===== src/vgasr_map.svh =====
// register offsets, field positions, reset values for the vga register bank
// Behaviour
// - relocatable group decodes at 3Dx when base bit is 1, else 3Bx
// - paired items have two copies; controller select picks the one reached
// - host writes zero to reserved bits; reads of them are undefined
// - misc output written at 3C2, read at 3CC, cleared by reset
// - memory access enable bit 1 at 0 refuses cpu display memory access
// - clock select 00, 01, 11 pick pll pairs; 10 is reserved
// - pll loads on load bit 1 set or bit 5 written 1 then 0
// - page select bit routes cpu accesses to low or high 64K
// - misc bits 7,6 give sync polarities and source vertical size
// - size used only under expansion; simultaneous display overrides polarity
// - feature bit 3 ors vertical display enable into vertical sync
// - status 0 shows sense on bit 4, retrace interrupt on bit 7
// - status 1 bit 0 any retrace, bit 3 vertical retrace, bit 2 one
// - status 1 bits 5,4 show two colour outputs picked by plane enable
// - write-only enable port bit 0 enables device; resets to zero
// - index then data access, or one word write carrying both
// - five-bit sequencer index; data port reaches indexed register
// - sequencer reset bits are storage only with no effect
// - clocking bit 0 selects eight-dot or nine-dot character clocks
// - serializers load every clock, every second, or every fourth
// - clocking bit 3 halves the character clock rate
// - shared screen-off bit blanks only while override control is 0
`ifndef VGASR_MAP_SVH
`define VGASR_MAP_SVH
`define VGASR_MISC_WR 16'h03c2
`define VGASR_MISC_RD 16'h03cc
`define VGASR_STAT0 16'h03c2
`define VGASR_ENABLE 16'h03c3
`define VGASR_SEQ_IDX 16'h03c4
`define VGASR_SEQ_DAT 16'h03c5
`define VGASR_FEAT_RD 16'h03ca
`define VGASR_MONO_A 16'h03ba
`define VGASR_COLOR_A 16'h03da
`define VGASR_SR_RESET 5'h00
`define VGASR_SR_CLKMODE 5'h01
`define VGASR_MISC_MASK 8'hef
`define VGASR_FEAT_MASK 8'h08
`define VGASR_SRRST_MASK 8'h03
`define VGASR_CLKM_MASK 8'h3d
`define VGASR_RESET_VAL 8'h00
`define VGASR_B_IOSEL 0
`define VGASR_B_MEMEN 1
`define VGASR_B_PAGE 5
`define VGASR_B_VSYNC_TYPE_SELECT 3
`define VGASR_B_8DOT 0
`define VGASR_B_SH2 2
`define VGASR_B_HALF 3
`define VGASR_B_SH4 4
`define VGASR_B_SCRN 5
`endif


===== src/vgasr_pkg.sv =====
// types shared by the vga general and sequencer register bank
package vgasr_pkg;
   typedef enum logic [1:0] {
      VGASR_CLK_VGA0 = 2'b00,
      VGASR_CLK_VGA1 = 2'b01,
      VGASR_CLK_RSVD = 2'b10,
      VGASR_CLK_ENH = 2'b11
   } vgasr_clksel_e;
   typedef enum logic [1:0] {
      VGASR_VS_RSVD = 2'b00,
      VGASR_VS_200 = 2'b01,
      VGASR_VS_350 = 2'b10,
      VGASR_VS_480 = 2'b11
   } vgasr_vsize_e;
   typedef logic [7:0] vgasr_byte_t;
endpackage


===== src/vgasr_regs.sv =====
// vga general registers and first sequencer registers, dual controller
`timescale 1ns/1ps
`include "vgasr_map.svh"
module vgasr_regs (
   input wire logic clk_sys, // 100 MHz system clock
   input wire logic reset_n, // synchronous reset, active low
   input wire logic [15:0] io_addr, // i/o port address
   input wire logic io_wr, // one-cycle write strobe
   input wire logic io_rd, // one-cycle read strobe
   input wire logic io_word, // write carries 16 bits
   input wire logic [15:0] io_wdata, // write data, high byte for word
   output vgasr_pkg::vgasr_byte_t io_rdata, // read data
   output logic io_rvalid, // read data valid pulse
   input wire logic ctrl_access_sel, // controller access select
   input wire logic pll_load_bit1, // pll load control bit 1
   input wire logic pll_load_bit5, // pll load control bit 5
   output vgasr_pkg::vgasr_clksel_e pll_param_select, // pll pair chosen
   output logic pll_load, // pll parameter transfer pulse
   input wire logic cpu_mem_req, // cpu wants display memory
   output logic cpu_mem_grant, // access permitted
   output logic cpu_mem_refused, // access refused
   output logic high_page_select, // upper 64K page selected
   output logic io_base_color, // group decoded at 3Dx
   input wire logic simultaneous_display, // both displays active
   input wire logic [1:0] simultaneous_sync_polarity, // {v,h} override
   input wire logic vertical_expansion_control, // expansion enabled
   output logic hsync_negative, // horizontal sync negative
   output logic vsync_negative, // vertical sync negative
   output vgasr_pkg::vgasr_vsize_e source_vsize, // source vertical size
   output logic source_vsize_valid, // size applies
   input wire logic vsync_in, // raw vertical sync
   input wire logic vdisplay_enable, // vertical active display
   output logic vsync_out, // vertical sync to monitor
   input wire logic monitor_sense_status, // internal sense level
   input wire logic retrace_interrupt_pending, // vertical retrace irq
   input wire logic hretrace_active, // horizontal retrace
   input wire logic vretrace_active, // vertical retrace
   input wire logic [7:0] attr_color_out, // attribute colour outputs
   input wire logic [1:0] color_plane_enable, // plane enable bits 5,4
   output logic device_enable, // device enabled
   input wire logic screen_off_override_control, // extended control bit
   output logic screen_blank, // screen turned off
   input wire logic [1:0] char_tick, // dot-rate char tick per ctrl
   output logic [1:0] eight_dot_char_select, // 8-dot chars per ctrl
   output logic [1:0] char_clock_tick, // effective char clock per ctrl
   output logic [1:0] serializer_load // serializer load per ctrl
);
   import vgasr_pkg::*;

   vgasr_byte_t misc_r;
   vgasr_byte_t feat_r;
   logic enable_r;
   logic [4:0] seq_index_r;
   vgasr_byte_t srrst_r;
   logic [4:0] clkm_r [2];
   logic screen_off_r;
   logic bit1_d_r;
   logic bit5_d_r;
   logic bit5_armed_r;
   logic pll_load_r;
   vgasr_byte_t rdata_nxt;

   // base-relative address of the relocatable group
   function automatic logic rel_hit(input logic [15:0] a,
                                    input logic color);
      rel_hit = (a == (color ? `VGASR_COLOR_A : `VGASR_MONO_A));
   endfunction

   logic wr_misc;
   logic wr_feat;
   logic wr_enable;
   logic wr_index;
   logic wr_data;
   logic [4:0] tgt_index;
   vgasr_byte_t tgt_data;

   assign wr_misc = io_wr && (io_addr == `VGASR_MISC_WR);
   assign wr_feat = io_wr && rel_hit(io_addr, misc_r[`VGASR_B_IOSEL]);
   assign wr_enable = io_wr && (io_addr == `VGASR_ENABLE);
   assign wr_index = io_wr && (io_addr == `VGASR_SEQ_IDX);
   // word write at index port also writes data
   assign wr_data = io_wr && ((io_addr == `VGASR_SEQ_DAT) ||
                              ((io_addr == `VGASR_SEQ_IDX) && io_word));
   assign tgt_index = (wr_index && io_word) ? io_wdata[4:0] : seq_index_r;
   assign tgt_data = (wr_index && io_word) ? io_wdata[15:8] : io_wdata[7:0];

   // misc written at 3C2, cleared on reset
   always_ff @(posedge clk_sys) begin
      if (!reset_n) begin
         misc_r <= `VGASR_RESET_VAL;
      end else if (wr_misc) begin
         misc_r <= io_wdata[7:0] & `VGASR_MISC_MASK;
      end
   end

   always_ff @(posedge clk_sys) begin
      if (!reset_n) begin
         feat_r <= `VGASR_RESET_VAL;
      end else if (wr_feat) begin
         feat_r <= io_wdata[7:0] & `VGASR_FEAT_MASK;
      end
   end

   // enable port bit 0, zero from reset
   always_ff @(posedge clk_sys) begin
      if (!reset_n) begin
         enable_r <= 1'b0;
      end else if (wr_enable) begin
         enable_r <= io_wdata[0];
      end
   end

   always_ff @(posedge clk_sys) begin
      if (!reset_n) begin
         seq_index_r <= 5'h00;
      end else if (wr_index) begin
         seq_index_r <= io_wdata[4:0];
      end
   end

   // compat reset bits stored only, drive nothing
   always_ff @(posedge clk_sys) begin
      if (!reset_n) begin
         srrst_r <= `VGASR_RESET_VAL;
      end else if (wr_data && tgt_index == `VGASR_SR_RESET) begin
         srrst_r <= tgt_data & `VGASR_SRRST_MASK;
      end
   end

   // paired clocking bits, one copy per controller
   genvar gc;
   generate
      for (gc = 0; gc < 2; gc++) begin : g_clkm
         always_ff @(posedge clk_sys) begin
            if (!reset_n) begin
               clkm_r[gc] <= 5'h00;
            end else if (wr_data && tgt_index == `VGASR_SR_CLKMODE &&
                         ctrl_access_sel == 1'(gc)) begin
               clkm_r[gc] <= tgt_data[4:0] & 5'(`VGASR_CLKM_MASK);
            end
         end
      end
   endgenerate

   // shared screen-off bit written regardless of controller select
   always_ff @(posedge clk_sys) begin
      if (!reset_n) begin
         screen_off_r <= 1'b0;
      end else if (wr_data && tgt_index == `VGASR_SR_CLKMODE) begin
         screen_off_r <= tgt_data[`VGASR_B_SCRN];
      end
   end

   // read multiplexer
   logic st_hit;
   logic [1:0] tst_bits;
   logic [4:0] clkm_sel;
   assign st_hit = rel_hit(io_addr, misc_r[`VGASR_B_IOSEL]);
   assign clkm_sel = clkm_r[ctrl_access_sel];

   // plane enable picks which colour pair feeds back
   always_comb begin
      unique case (color_plane_enable)
         2'b00: tst_bits = {attr_color_out[4], attr_color_out[0]};
         2'b01: tst_bits = {attr_color_out[5], attr_color_out[1]};
         2'b10: tst_bits = {attr_color_out[3], attr_color_out[2]};
         2'b11: tst_bits = {attr_color_out[7], attr_color_out[6]};
      endcase
   end

   always_comb begin
      rdata_nxt = 8'h00;
      if (io_addr == `VGASR_MISC_RD) begin
         rdata_nxt = misc_r;
      end else if (io_addr == `VGASR_STAT0) begin
         rdata_nxt = {retrace_interrupt_pending, 2'b00,
                      monitor_sense_status, 4'h0};
      end else if (io_addr == `VGASR_FEAT_RD) begin
         rdata_nxt = feat_r;
      end else if (st_hit) begin
         // retrace flags with bit 2 forced high
         rdata_nxt = {2'b00, tst_bits, vretrace_active, 1'b1, 1'b0,
                      hretrace_active | vretrace_active};
      end else if (io_addr == `VGASR_SEQ_IDX) begin
         rdata_nxt = {3'b000, seq_index_r};
      end else if (io_addr == `VGASR_SEQ_DAT) begin
         unique case (seq_index_r)
            `VGASR_SR_RESET: rdata_nxt = srrst_r;
            `VGASR_SR_CLKMODE:
               rdata_nxt = {2'b00, screen_off_r, clkm_sel};
            default: rdata_nxt = 8'h00;
         endcase
      end
   end

   always_ff @(posedge clk_sys) begin
      if (!reset_n) begin
         io_rdata <= 8'h00;
      end else if (io_rd) begin
         io_rdata <= rdata_nxt;
      end
   end

   always_ff @(posedge clk_sys) begin
      if (!reset_n) begin
         io_rvalid <= 1'b0;
      end else begin
         io_rvalid <= io_rd;
      end
   end

   // pll load on bit 1 rising or bit 5 going 1 then 0
   always_ff @(posedge clk_sys) begin
      if (!reset_n) begin
         bit1_d_r <= 1'b0;
         bit5_d_r <= 1'b0;
      end else begin
         bit1_d_r <= pll_load_bit1;
         bit5_d_r <= pll_load_bit5;
      end
   end

   always_ff @(posedge clk_sys) begin
      if (!reset_n) begin
         bit5_armed_r <= 1'b0;
      end else if (pll_load_bit5) begin
         bit5_armed_r <= 1'b1;
      end else if (bit5_d_r) begin
         bit5_armed_r <= 1'b0;
      end
   end

   always_ff @(posedge clk_sys) begin
      if (!reset_n) begin
         pll_load_r <= 1'b0;
      end else begin
         pll_load_r <= (pll_load_bit1 && !bit1_d_r) ||
                       (bit5_armed_r && bit5_d_r && !pll_load_bit5);
      end
   end
   assign pll_load = pll_load_r;

   // clock select field passes through; 10 is left reserved
   assign pll_param_select = vgasr_clksel_e'(misc_r[3:2]);

   // memory access gated by enable bit
   assign cpu_mem_grant = cpu_mem_req && misc_r[`VGASR_B_MEMEN];
   assign cpu_mem_refused = cpu_mem_req && !misc_r[`VGASR_B_MEMEN];
   assign high_page_select = misc_r[`VGASR_B_PAGE];
   assign io_base_color = misc_r[`VGASR_B_IOSEL];

   // misc bits 7,6 give polarity; simultaneous overrides
   assign vsync_negative = simultaneous_display ?
                           simultaneous_sync_polarity[1] : misc_r[7];
   assign hsync_negative = simultaneous_display ?
                           simultaneous_sync_polarity[0] : misc_r[6];
   assign source_vsize = vgasr_vsize_e'(misc_r[7:6]);
   // size only applies under expansion, reserved code never valid
   assign source_vsize_valid = vertical_expansion_control &&
                               (misc_r[7:6] != 2'b00);

   assign vsync_out = feat_r[`VGASR_B_VSYNC_TYPE_SELECT] ?
                      (vsync_in | vdisplay_enable) : vsync_in;

   assign device_enable = enable_r;
   // screen-off only while override control is clear
   assign screen_blank = screen_off_r && !screen_off_override_control;

   // character clock and serializer load per controller
   logic [1:0] half_phase_r;
   logic [1:0] ser_cnt_r [2];
   genvar gk;
   generate
      for (gk = 0; gk < 2; gk++) begin : g_cclk
         // eight or nine dot character width
         assign eight_dot_char_select[gk] = clkm_r[gk][`VGASR_B_8DOT];
         always_ff @(posedge clk_sys) begin
            if (!reset_n) begin
               half_phase_r[gk] <= 1'b0;
            end else if (char_tick[gk]) begin
               half_phase_r[gk] <= ~half_phase_r[gk];
            end
         end
         assign char_clock_tick[gk] = char_tick[gk] &&
            (!clkm_r[gk][`VGASR_B_HALF] || half_phase_r[gk]);
         always_ff @(posedge clk_sys) begin
            if (!reset_n) begin
               ser_cnt_r[gk] <= 2'b00;
            end else if (char_clock_tick[gk]) begin
               ser_cnt_r[gk] <= ser_cnt_r[gk] + 2'b01;
            end
         end
         // every fourth wins over every second
         assign serializer_load[gk] = char_clock_tick[gk] &&
            (clkm_r[gk][`VGASR_B_SH4] ? (ser_cnt_r[gk] == 2'b00) :
             clkm_r[gk][`VGASR_B_SH2] ? !ser_cnt_r[gk][0] : 1'b1);
      end
   endgenerate
endmodule


===== config.mk =====
export PLATFORM = sky130hd
export DESIGN_NAME = vgasr_regs
export DESIGN_NICKNAME = d
export VERILOG_FILES = /design/src/vgasr_pkg.sv /design/src/vgasr_regs.sv
export VERILOG_INCLUDE_DIRS = /design/src
export SDC_FILE = /design/constraint.sdc
export NUM_CORES = 1
export LEC_CHECK = 0
export BUFFER_PORTS_ARGS = -buffer_cell sky130_fd_sc_hd__buf_2
export CAP_MARGIN = 15
export CORE_MARGIN = 8
export CORE_UTILIZATION = 44
export DETAILED_ROUTE_END_ITERATION = 16
export PLACE_DENSITY = 0.79
export SKIP_LAST_GASP = 1
export SLEW_MARGIN = 20
export SYNTH_ARGS = -nofsm -noshare
export SYNTH_HDL_FRONTEND = slang
export SYNTH_SLANG_ARGS = --single-unit

===== constraint.sdc =====
create_clock -name clk_sys -period 2.5 [get_ports clk_sys]
set_clock_uncertainty 0.15 [all_clocks]
set_input_delay 0.5 -clock clk_sys [delete_from_list [all_inputs] [get_ports clk_sys]]
set_output_delay 0.5 -clock clk_sys [all_outputs]
set_load 0.02 [all_outputs]

# ---- Word-level counts from Yosys, hierarchy flattened
# Memories as Yosys holds them, arrays and structs flattened.
# Cells that the tools add are included.
dict set report classes {
  addsub 2
  mul 0
  div_mod_pow 0
  magnitude_cmp 0
  eq_ne 12
  shift 0
  n_mux 37
  bitwise_logic 9
  reduce_logical 41
}
# op n
set op_table {}
lappend op_table {{equality test 16 x 10 -> 1 bit, second input constant} 6}
lappend op_table {{2-to-1 mux 6 bit} 5}
lappend op_table {{logical AND 1 bit} 22}
lappend op_table {{2-to-1 mux 1 bit} 22}
lappend op_table {{equality test 16 x 10 -> 1 bit} 1}
lappend op_table {{2-to-1 mux 8 bit} 2}
lappend op_table {{case mux 6 bit (2 select lines)} 1}
lappend op_table {{equality test 5 x 1 -> 1 bit, second input constant} 2}
lappend op_table {{logical NOT 5 bit} 2}
lappend op_table {{logical NOT 1 bit} 8}
lappend op_table {{2-to-1 mux 4 bit} 2}
lappend op_table {{case mux 2 bit (4 select lines)} 1}
lappend op_table {{2-to-1 mux 7 bit} 1}
lappend op_table {{logical NOT 2 bit} 3}
lappend op_table {{bitwise OR 1 bit} 6}
lappend op_table {{2-to-1 mux 5 bit} 1}
lappend op_table {{adder 2 x 1 -> 2 bit, second input constant} 2}
lappend op_table {{equality test 2 bit, second input constant} 2}
lappend op_table {{logical OR 1 bit} 4}
lappend op_table {{2-to-1 mux 2 bit} 2}
lappend op_table {{nonzero test 2 bit} 2}
lappend op_table {{inverter 1 bit} 3}
lappend op_table {{equality test 2 x 1 -> 1 bit, second input constant} 1}
dict set report word_totals {
  regBits 32
  latchBits 0
  ram_bits 12
  rom_bits 0
  output_inout_bits 30
  wordCells 117
  n_memories 2
}
# name words word_bits rd rd_clocked_by_memory_dff wr line
set memory_table {}
lappend memory_table {clkm_r 2 4 3 0 2 vgasr_regs.sv:55} ;# logic [4:0] clkm_r [2];
lappend memory_table {ser_cnt_r 2 2 2 0 2 vgasr_regs.sv:271} ;# logic [1:0] ser_cnt_r [2];

# ---- Depth between registers and ports, before layout
# Gate-level depths: netlist of the first run.
dict set report depth {
  word_depth 11
  ltp_mapped 7
  mapped_depth_nobuf 5
}

# ---- Least setup slack after synthesis of the first run
# No wires, ideal clock.
dict set report synth_timing {
  kind {input port to flip-flop}
  startpoint {input port io_addr[14]}
  endpoint {memory clkm_r[0][0] (netlist bit) (enable)}
  arrival_time_ps 2111
  t_required_ps 1989
  slack_ps -123
  stages 5
  cell_sequence {or4b_4 -> nor4_4 -> o2111a_1 -> inv_1 -> o21ai_0}
}
# item line
set synth_rtl {}
lappend synth_rtl {{start: declaration} vgasr_regs.sv:7} ;# input wire logic [15:0] io_addr,
lappend synth_rtl {{end: declaration} vgasr_regs.sv:55}

==> results of run 1 <==
[cells in the mapped netlist, drive strengths merged (2+ instances only)]
cell and number:
dfxtp 32, a22oi 3, ha 2, or4b 2, nor4 4, mux2 3
a31oi 5, nand4b 3, nor2b 11, nor2 26, o21a 2, nand3b 5
a221oi 2, mux4 2, a211oi 3, mux2i 19, nand2 13, nand2b 3
a21boi 2, nand4 3, or4 2, a21o 2, nor3 4, clkbuf 10
nand3 7, and3 9, o22ai 2, inv 15, a21oi 13, edfxtp 12
o21ai 15, and2 5, buf 6, xnor2 2
[cell families after synthesis]
logic type / Yosys count
muxes: 24
AOI/OAI and AO/OA: 55
xor gates and xnor gates: 2
buffers and inverters: 31
DFF: 44
and+or+nand+nor: 102
adders and majority gates: 2
[power groups by stage]
stage	clock network, mW	logic [mW]	registers, mW
finish	0.520	0.211	0.767
global route	0.560	0.233	0.770
detailed placement	0	0.210	0.784
global placement	0	0.207	0.783
CTS	0.530	0.211	0.767
floorplan	0	0.108	0.788
[state kept, by name, summed over array words and instances (netlist names)]
register	cells
clkm_r	8
io_rdata	8
misc_r	7
seq_index_r	5
ser_cnt_r	4
half_phase_r	2
srrst_r	2
bit1_d_r	1
bit5_armed_r	1
bit5_d_r	1
device_enable	1
feat_r	1
io_rvalid	1
pll_load	1
screen_off_r	1
[cell type report]
cell class	instances	area, sq um	area share, %
timing repair buffer	106	568.0	18.24
inverter	15	56.30	1.808
clock buffer	6	93.84	3.013
clock inverter	2	17.52	0.5625
antenna	1	2.502	0.08035
sequential	44	1001	32.14
tap	72	90.09	2.893
multi-input combinational	185	1285	41.26
[metrics by stage]
step / area (sq um) / hold slack [ns] / std cells / setup TNS [ns] / setup slack [ns]
finish: 3114 / 0.2599 / 431 / 0 / 0.1505
global route: 3114 / 0.2557 / 431 / 0 / 0.08700
CTS: 3112 / 0.2536 / 430 / 0 / 0.1576
detailed placement: 3000 / 0.3021 / 422 / -2.217 / -0.1683
global placement: 3000 / 0.2991 / 422 / -1.327 / -0.1370
floorplan: 2425 / 0.3016 / 260 / 0 / 0.005917
[per-layer routing]
layer	vias to the layer above	wire length, um	global-route usage (%)
li1	1140	-	-
met3	11	582	5.320
met5	-	0	0
met2	91	3352	26.81
met4	0	147	7.212
met1	1076	2806	19.84
[how the worst max path moves through the flow]
stage / from / endpoint / slack (ns)
finish: io_addr[14] / clkm_r[1][1]$_SDFFCE_PN0P_ / 0.15
global route: io_addr[14] / srrst_r[0]$_SDFFE_PN0P_ / 0.09
CTS: io_addr[14] / clkm_r[0][0]$_SDFFCE_PN0P_ / 0.16
detailed placement: io_addr[14] / clkm_r[0][0]$_SDFFCE_PN0P_ / -0.17
global placement: io_addr[14] / clkm_r[0][0]$_SDFFCE_PN0P_ / -0.14
floorplan: io_addr[14] / clkm_r[0][0]$_SDFFCE_PN0P_ / 0.006
[worst register-to-register path: stages (launching register included)]
cell and delay, ns:
dfxtp_1 0.34, nor4_1 0.51, and3_1 0.23, o2111a_1 0.28, buf_4 0.14, nand3_1 0.16, nor2_1 0.17
==> results.md, run 1 <==
- The run finished with clean final reports.
- The worst reg2reg path startpoint is seq_index_r[2]$_SDFFE_PN0N_.
- Detailed placement ended at an HPWL of roughly 5400 um.
- The routed wirelength normalized by instance count is around 16 um.
- The number of gates resized after CTS was 0.
- The number of buffers inserted during clock tree synthesis is 5.
- The highest fanout seen on the critical path is 6.
- The number of nets in the final layout is approximately 420.
- The number of antenna violations at the first check in global routing is 1.
- The final count of hold timing violations came to 0.
- Of all flip-flops after synthesis, the portion carrying an async set or reset was 0%.
- Counting along the longest clock path gives a buffer depth of 2.
- TritonCTS built the clock tree.
- In the layout the commonest cells are 91 x buf_2, 32 x dfxtp_1, 25 x nor2_1.
- The fraction of the cycle the final worst path needs is a little over nine tenths.
- The initial utilization of the core area, before any placement, comes to approximately 45%.
- Measured against the total synthesized area, the mux share comes to approximately 11%.
- The number of different library cells in the post-synthesis netlist is between 50 and 60.
- Measured against its own limit, the worst slew margin works out to a little over three fifths.
- The vertical die dimension is ~90 um.
- The fraction of layout instances using a drive strength above 1 is between 30 and 40%.
- The total power density per cell area is around 480 mW/mm^2.
- Yosys printed 0 warnings.
- Measured along the x axis, the die boundary spans roughly 90 um.
- The via count normalized by instance count is 5.378.
- The switching power of the nets is between 300 and 400 uW.
- The endpoint identified for the worst register-to-register timing path is clkm_r[1][1]$_SDFFCE_PN0P_.
- In this run the remaining antenna-violating nets after routing total 0.
- The clock latency reported for the late side of the worst-skew pair is roughly 0.3 ns.
- The clock drives 44 sinks.
- The minimum clock period is 2.350 ns.
- The number of hold buffers added after CTS was 0.
- Walking the worst path, the cells encountered are buf_2 -> or4b_4 -> nor4_4 -> nand4_2 -> mux2i_1 -> nor2_1.
- The count of final max-slew check failures is 0.
- The combinational group share of total power is roughly 14%.
- Summing the areas of all xor and xnor instances in the mapped netlist gives 0.7224% of the synthesized area.
- Once the clock tree was built, the setup fixing pass inserted 0 buffers.
- For this run, the top clock speed supported by timing is approximately 0.43 GHz.
- Cell internal power was estimated by the tool at 1.110 mW.
- Cells fill 57.62% of the core in the end.
- The total I/O pin count is 94.
- Net switching is about a quarter of the power.
- The residual overflow from global routing is 0.
- The number of global-route vias before repair is 2278.
- The transition time at the pin with the least slew margin is around 0.55 ns.
- After detailed routing, the total wire length is around 6900 um.
- Leaving out fill and tap cells, the most frequent cell in the layout is buf_2.
- The floorplan step defined a die boundary enclosing 0.008142 sq mm.
- The worst hold path terminates at bit1_d_r$_SDFF_PN0_.
- The post-synthesis cell type with the largest combined area is dfxtp_1.
- The area growth from synthesis to layout is 28.43%.
- Setup repair after global routing left no endpoint under its margin.
- The number of flip-flops and latches in the synthesized netlist is 44.
- The worst hold path was traced through 2 stages.
- IR analysis of the VDD net gives a maximum drop of roughly 0.24 mV.
- Ranked by total cell area, the synthesized netlist is headed by dfxtp_1 26%, edfxtp_1 15%, mux2i_1 7.8%, nor2_1 3.9%, o21ai_0 2.9%.
- For this run, design rule violations remaining after detail routing come to 0.
- Together, buffers and inverters on the worst path number 1.
- After synthesis, the largest family of logic cells by area is simple AND/OR/NAND/NOR gates.
- The compound-gate portion of the synthesized area is between 10 and 15%.
- The synthesized area is 0.002425 sq mm.
- After Yosys synthesis, and, or, nand and nor cells account for about 26% of the synthesized area.
- The number of cells on the critical path is 6.
- The count of cells along the worst register-to-register path is 6.
- Global routing used ~17% of the available tracks.
- The synthesized design devotes to its leading area cell type approximately a quarter of total area.
- The floorplan has 27 rows.
- Across the run, the number of max-cap violations was 0.
- The core outline area is 0.005405 sq mm.
- The worst setup slack for register-to-register paths is between 0.3 and 0.4 ns.
- The worst setup path is of the input port to flip-flop kind.
- In this run the static leakage power is around 1.5 nW.
- The clock slew at the register clock pins of the worst setup and hold paths is roughly 0.090 ns.
- The length of the first detailed-routing pass in iterations is 4.
- The most used flip-flop cell after synthesis is dfxtp_1.
- The synthesized netlist cell count is 260.
- Setup violations remaining at the end of the flow were counted as 0.
- The count of fill cells added during filler insertion is between 500 and 600.
- The post-synthesis net count is between 300 and 400.
- The cell family contributing the most delay on the critical path is simple AND/OR/NAND/NOR gates.
- The worst hold path startpoint is pll_load_bit1.
- The type of the tightest min-delay check is input port to flip-flop.
- Data on the critical path arrives at its endpoint at about 2.3 ns.
- STA classifies the critical path startpoint as an input port.
- The global placement routability congestion is roughly 0.87.
- Of the synthesized area, sequential elements account for between 40% and 50%.
- The final route contains between 2000 and 2500 vias.
- The number of synthesized flops with an enable pin is 12.
- Entering global routing, the biggest net connects 30 pins.
- The root buffer cell is clkbuf_8.
- Data on the critical path is required at its endpoint by 2.41 ns.
- The relative contribution of the clock network to total power is 34.7%.
- A synthesized cell averages roughly 9.3 sq um.
- The number of violations reported at the end of detailed-routing iteration 0 is a little under 200.
- The level count of the clock H-tree is 2.
- The endpoint kind of the worst setup timing path is a flip-flop.
- On the worst path, the slowest cell contributes a delay of 0.59 ns.
- The first global-routing pass estimated approximately 11000 um of wire.
- After Yosys synthesis, full adders, half adders and majority gates account for under 10% of the synthesized area.
- The overall power of the completed layout is 1.498 mW.
- The sequential power share is ~51%.
- On the critical path, the stage with the largest delay is an instance of or4b_4.
- The count of buffers inserted at the top-level ports is between 90 and 100.
(Power assumes the default switching activity.)
==> run 2: changes to the inputs <==
--- a/config.mk
+++ b/config.mk
@@ -6,10 +6,11 @@
 export SDC_FILE = /design/constraint.sdc
 export NUM_CORES = 1
 export LEC_CHECK = 0
+export ABC_AREA = 1
 export BUFFER_PORTS_ARGS = -buffer_cell sky130_fd_sc_hd__buf_2
 export CAP_MARGIN = 15
 export CORE_MARGIN = 8
-export CORE_UTILIZATION = 44
+export CORE_UTILIZATION = 45
 export DETAILED_ROUTE_END_ITERATION = 16
 export PLACE_DENSITY = 0.79
 export SKIP_LAST_GASP = 1
==> run 2 against run 1 <==
  * Cell count is 29% higher
  * Via count is 19% higher
  * Flip-flop and latch count did not move
  * First-iteration DRC count decreased by 32%
  * Power rose by 0.35%
  * Synthesized cell count rose by 51%
  * Count of clock-buffer cells in the layout down 1
  * Register-to-register slack improved by 0.33 ns
  * Core utilization shrank 1.5 points
  * Routed wire length is 4.3% higher
  * Final area increased by 5.3%
  * Largest cell class unchanged
  * Largest power group unchanged
  * Highest routed layer unchanged
==> results.md, run 2 <==
- Once the floorplan was initialized, standard cells occupied 45.85% of the core.
- The commonest cells after synthesis are 89 x nand2_1, 56 x inv_1, 54 x nor2_1.
- The critical path is of the flip-flop to primary output type.
- Dividing the detail-routed via count by the number of cells gives approximately 5.
- Timing would allow up to slightly below 0.5 GHz.
- The post-synthesis share of cell area spent on xor and xnor gates is less than 1%.
- The smallest clock period supported by the final layout is computed as between 2 and 2.5 ns.
- The run finished with clean final reports.
- Summing all non-filler instances in the final layout gives an area of 0.003281 sq mm.
- Of the cells placed in the final design, the portion with a size suffix greater than 1 is between 20% and 30%.
- The number of global-route vias before repair came to 2674.
- The type of the tightest min-delay check is input port to flip-flop.
- Entering global routing, the biggest net connects 32 pins.
- Synthesis handed over a netlist of ~390 instances.
- The synthesized design spends more area on one cell type than any other, namely dfxtp_1.
- After synthesis, flip-flops and latches occupy a little under two fifths of the total area.
- The fraction of synthesized cell area taken by the top area cell type is 23.88%.
- The cell leakage power is approximately 1.7 nW.
- The number of different library cells used by synthesis comes to 36.
- The residual overflow from global routing is 0.
- Setup repair after global routing left no endpoint under its margin.
- The transition time at the pin with the least slew margin is 0.4676 ns.
- Gates resized during post-CTS repair numbered 0.
- Yosys mapped a number of flops with a built-in enable equal to 12.
- 0 antenna diodes ended up in the layout.
- In this run the worst path has a maximum fanout of 3.
- The number of nets in the final layout is 545.
- The Yosys step of the flow raised 0 warnings.
- The data required time of the critical path is roughly 1.9 ns.
- The top cell types in the final layout, fill and taps aside, are 91 x buf_2, 89 x nand2_1, 56 x inv_1.
- The most used flip-flop cell after synthesis is dfxtp_1.
- The number of antenna violations at the first check in global routing is 0.
- The synthesized-area fraction occupied by and/or/nand/nor cells is about a third.
- Fill cells in the final layout number roughly 560.
- The first global-routing pass estimated 11710 um of wire.
- The chip width is approximately 93 um.
- The compound-gate portion of the synthesized area is a little over an eighth.
- The routed wire length is between 7000 and 8000 um.
- From synthesis to final layout, the design area changed by 22.29%.
- After synthesis, the share of flip-flops with an asynchronous set or reset is 0%.
- The sum of net half-perimeters after detailed placement is between 5000 and 6000 um.
- The row count is 28.
- The count of buffers added on input and output ports is between 90 and 100.
- By area, the combinational part of the netlist is dominated by simple AND/OR/NAND/NOR gates.
- The arrival time of data at the critical path endpoint is ~1.4 ns.
- The count of final max-slew check failures is 0.
- From bottom edge to top edge, the die measures a little over 90 um.
- The total power density per cell area is 458.1 mW/mm^2.
- Global routing consumed, over all layers together, about 16% of the routing resources.
- The synthesized design contains 44 register bits.
- The sequential cell area is 0.001001 sq mm.
- When the netlist entered floorplanning its net count stood at about 460.
- The length of the first detailed-routing pass in iterations is 4.
- In this run the post-CTS setup repair buffer count came out at 0.
- The fraction of the cycle the final worst path needs is a little over 80%.
- Adding up every negative setup slack in the final design gives 0 ns.
- Summing the areas of all fa, ha and maj instances in the mapped netlist gives 0.9328% of the synthesized area.
- Clock-pin slew was measured on the worst setup and hold paths at 0.08 ns.
- The total I/O pin count is 94.
- The final count of hold timing violations is 0.
- Setup violations remaining at the end of the flow were counted as 0.
- TritonCTS built the clock tree.
- The largest registers in the layout are clkm_r: 8 flops, io_rdata: 8 flops, misc_r: 7 flops.
- In this run, the number of DRC markers left after iteration 0 of detailed routing was approximately 130.
- The endpoint kind of the worst setup timing path is a primary output.
- Hold repair after CTS inserted 0 buffers.
- The synthesized area per cell is between 6 and 7 sq um.
- The core outline area is ~0.0059 sq mm.
- The total DRC errors in the routed layout is 0.
- IR analysis of the VDD net gives a maximum drop of 0.4047 mV.
- The level count of the clock H-tree is 2.
- The longest clock path from root to sink contains 2 buffers.
- The multiplexer fraction of the synthesized cell area is 1.119%.
- The worst hold path startpoint is pll_load_bit1.
- Clock tree synthesis selected as its root buffer the cell clkbuf_8.
- After synthesis, the cell types taking the most area are dfxtp_1 24%, edfxtp_1 13%, nand2_1 12%, inv_1 7.8%, nor2_1 7.6%.
- STA classifies the critical path startpoint as a flip-flop.
- The library cell used most frequently in the layout, excluding fill and tap cells, is buf_2.
- At the end of routability-driven placement, the weighted congestion stood at between 0.8 and 0.9.
- The area of combinational cells with multiple inputs is approximately 0.0014 sq mm.
- After detailed routing, the average wire length per cell comes to roughly 13 um.
- TritonCTS created 5 clock buffers.
- The die covers between 0.008 and 0.009 sq mm.
- The total placed instance area is 0.003174 sq mm.
- The worst reg2reg path startpoint is seq_index_r[2]$_SDFFE_PN0N_.
- In this run the tightest slew margin relative to its limit is between 60% and 70%.
- The mapped netlist covers about 0.0027 sq mm.
- The count of nets left with antenna violations once routing finished came out at 0.
- The clock latency reported for the late side of the worst-skew pair is 0.29 ns.
- Tracing the worst setup path back leads to its startpoint at clkm_r[1][2]$_SDFFCE_PN0P_.
- The total clock sinks is 44.
- The tool flagged a number of max-cap violations equal to 0.
- Yosys instantiated no cell more often than nand2_1.
- The count of vias placed by the detailed router is 2765.
## run 2: cell type report
class	count	area share (%)
Inverter	59	6.751
Tap cell	75	2.860
Sequential cell	44	30.51
Timing Repair Buffer	96	15.03
Clock buffer	5	2.098
Multi-Input combinational cell	273	41.61
Clock inverter	3	1.144
## run 2: final timing paths
| check | end | slack [ns] | cells after the start |
|---|---|---|---|
| max reg2reg | clkm_r[1][1]$_SDFFCE_PN0P_ | 0.69 | 9 |
| min reg2reg | pll_load$_SDFF_PN0_ | 0.27 | 1 |
| max | serializer_load[1] | 0.48 | 6 |
| min | bit1_d_r$_SDFF_PN0_ | 0.27 | 3 |
## run 2: through the flow
step	hold slack [ns]	worst slack, ns	util, %	cells	power (mW)
after floorplan	0.2511	0.4759	-	392	0.8984
after global placement	0.2628	0.3062	54.26	547	0.9894
after detailed placement	0.2672	0.2640	54.26	547	0.9970
after CTS	0.2627	0.4776	56.07	555	1.515
after global routing	0.2739	0.3529	56.07	555	1.575
final	0.2677	0.4815	56.07	555	1.503
## run 2: worst max-delay path, cell delays in order, from the launching register on
cell and delay [ns]:
edfxtp_1 0.41, inv_1 0.07, o21ai_0 0.09, inv_1 0.10, o21ai_0 0.09, a31oi_1 0.14
buf_2 0.18
## run 2: metal layers
metal  GRT usage, %  vias up  share of wire (%)
met4          5.503        0               0.61
met2          28.88       85                 50
met5              0        -                  0
met1          19.34     1245                 43
met3          3.125        2                6.2
li1               -     1433                  -
## run 2: logic make-up after synthesis
family / Yosys count
and+or+nand+nor: 198
AOI/OAI and AO/OA: 67
DFF: 44
muxes: 3
buffers and inverters: 75
adders and majority gates: 2
xor gates and xnor gates: 3
## run 2: where the power goes
part	internal [mW]	switching, mW
combinational	0.0839	0.133
sequential	0.753	0.0107
clock	0.291	0.231
total	1.13	0.374
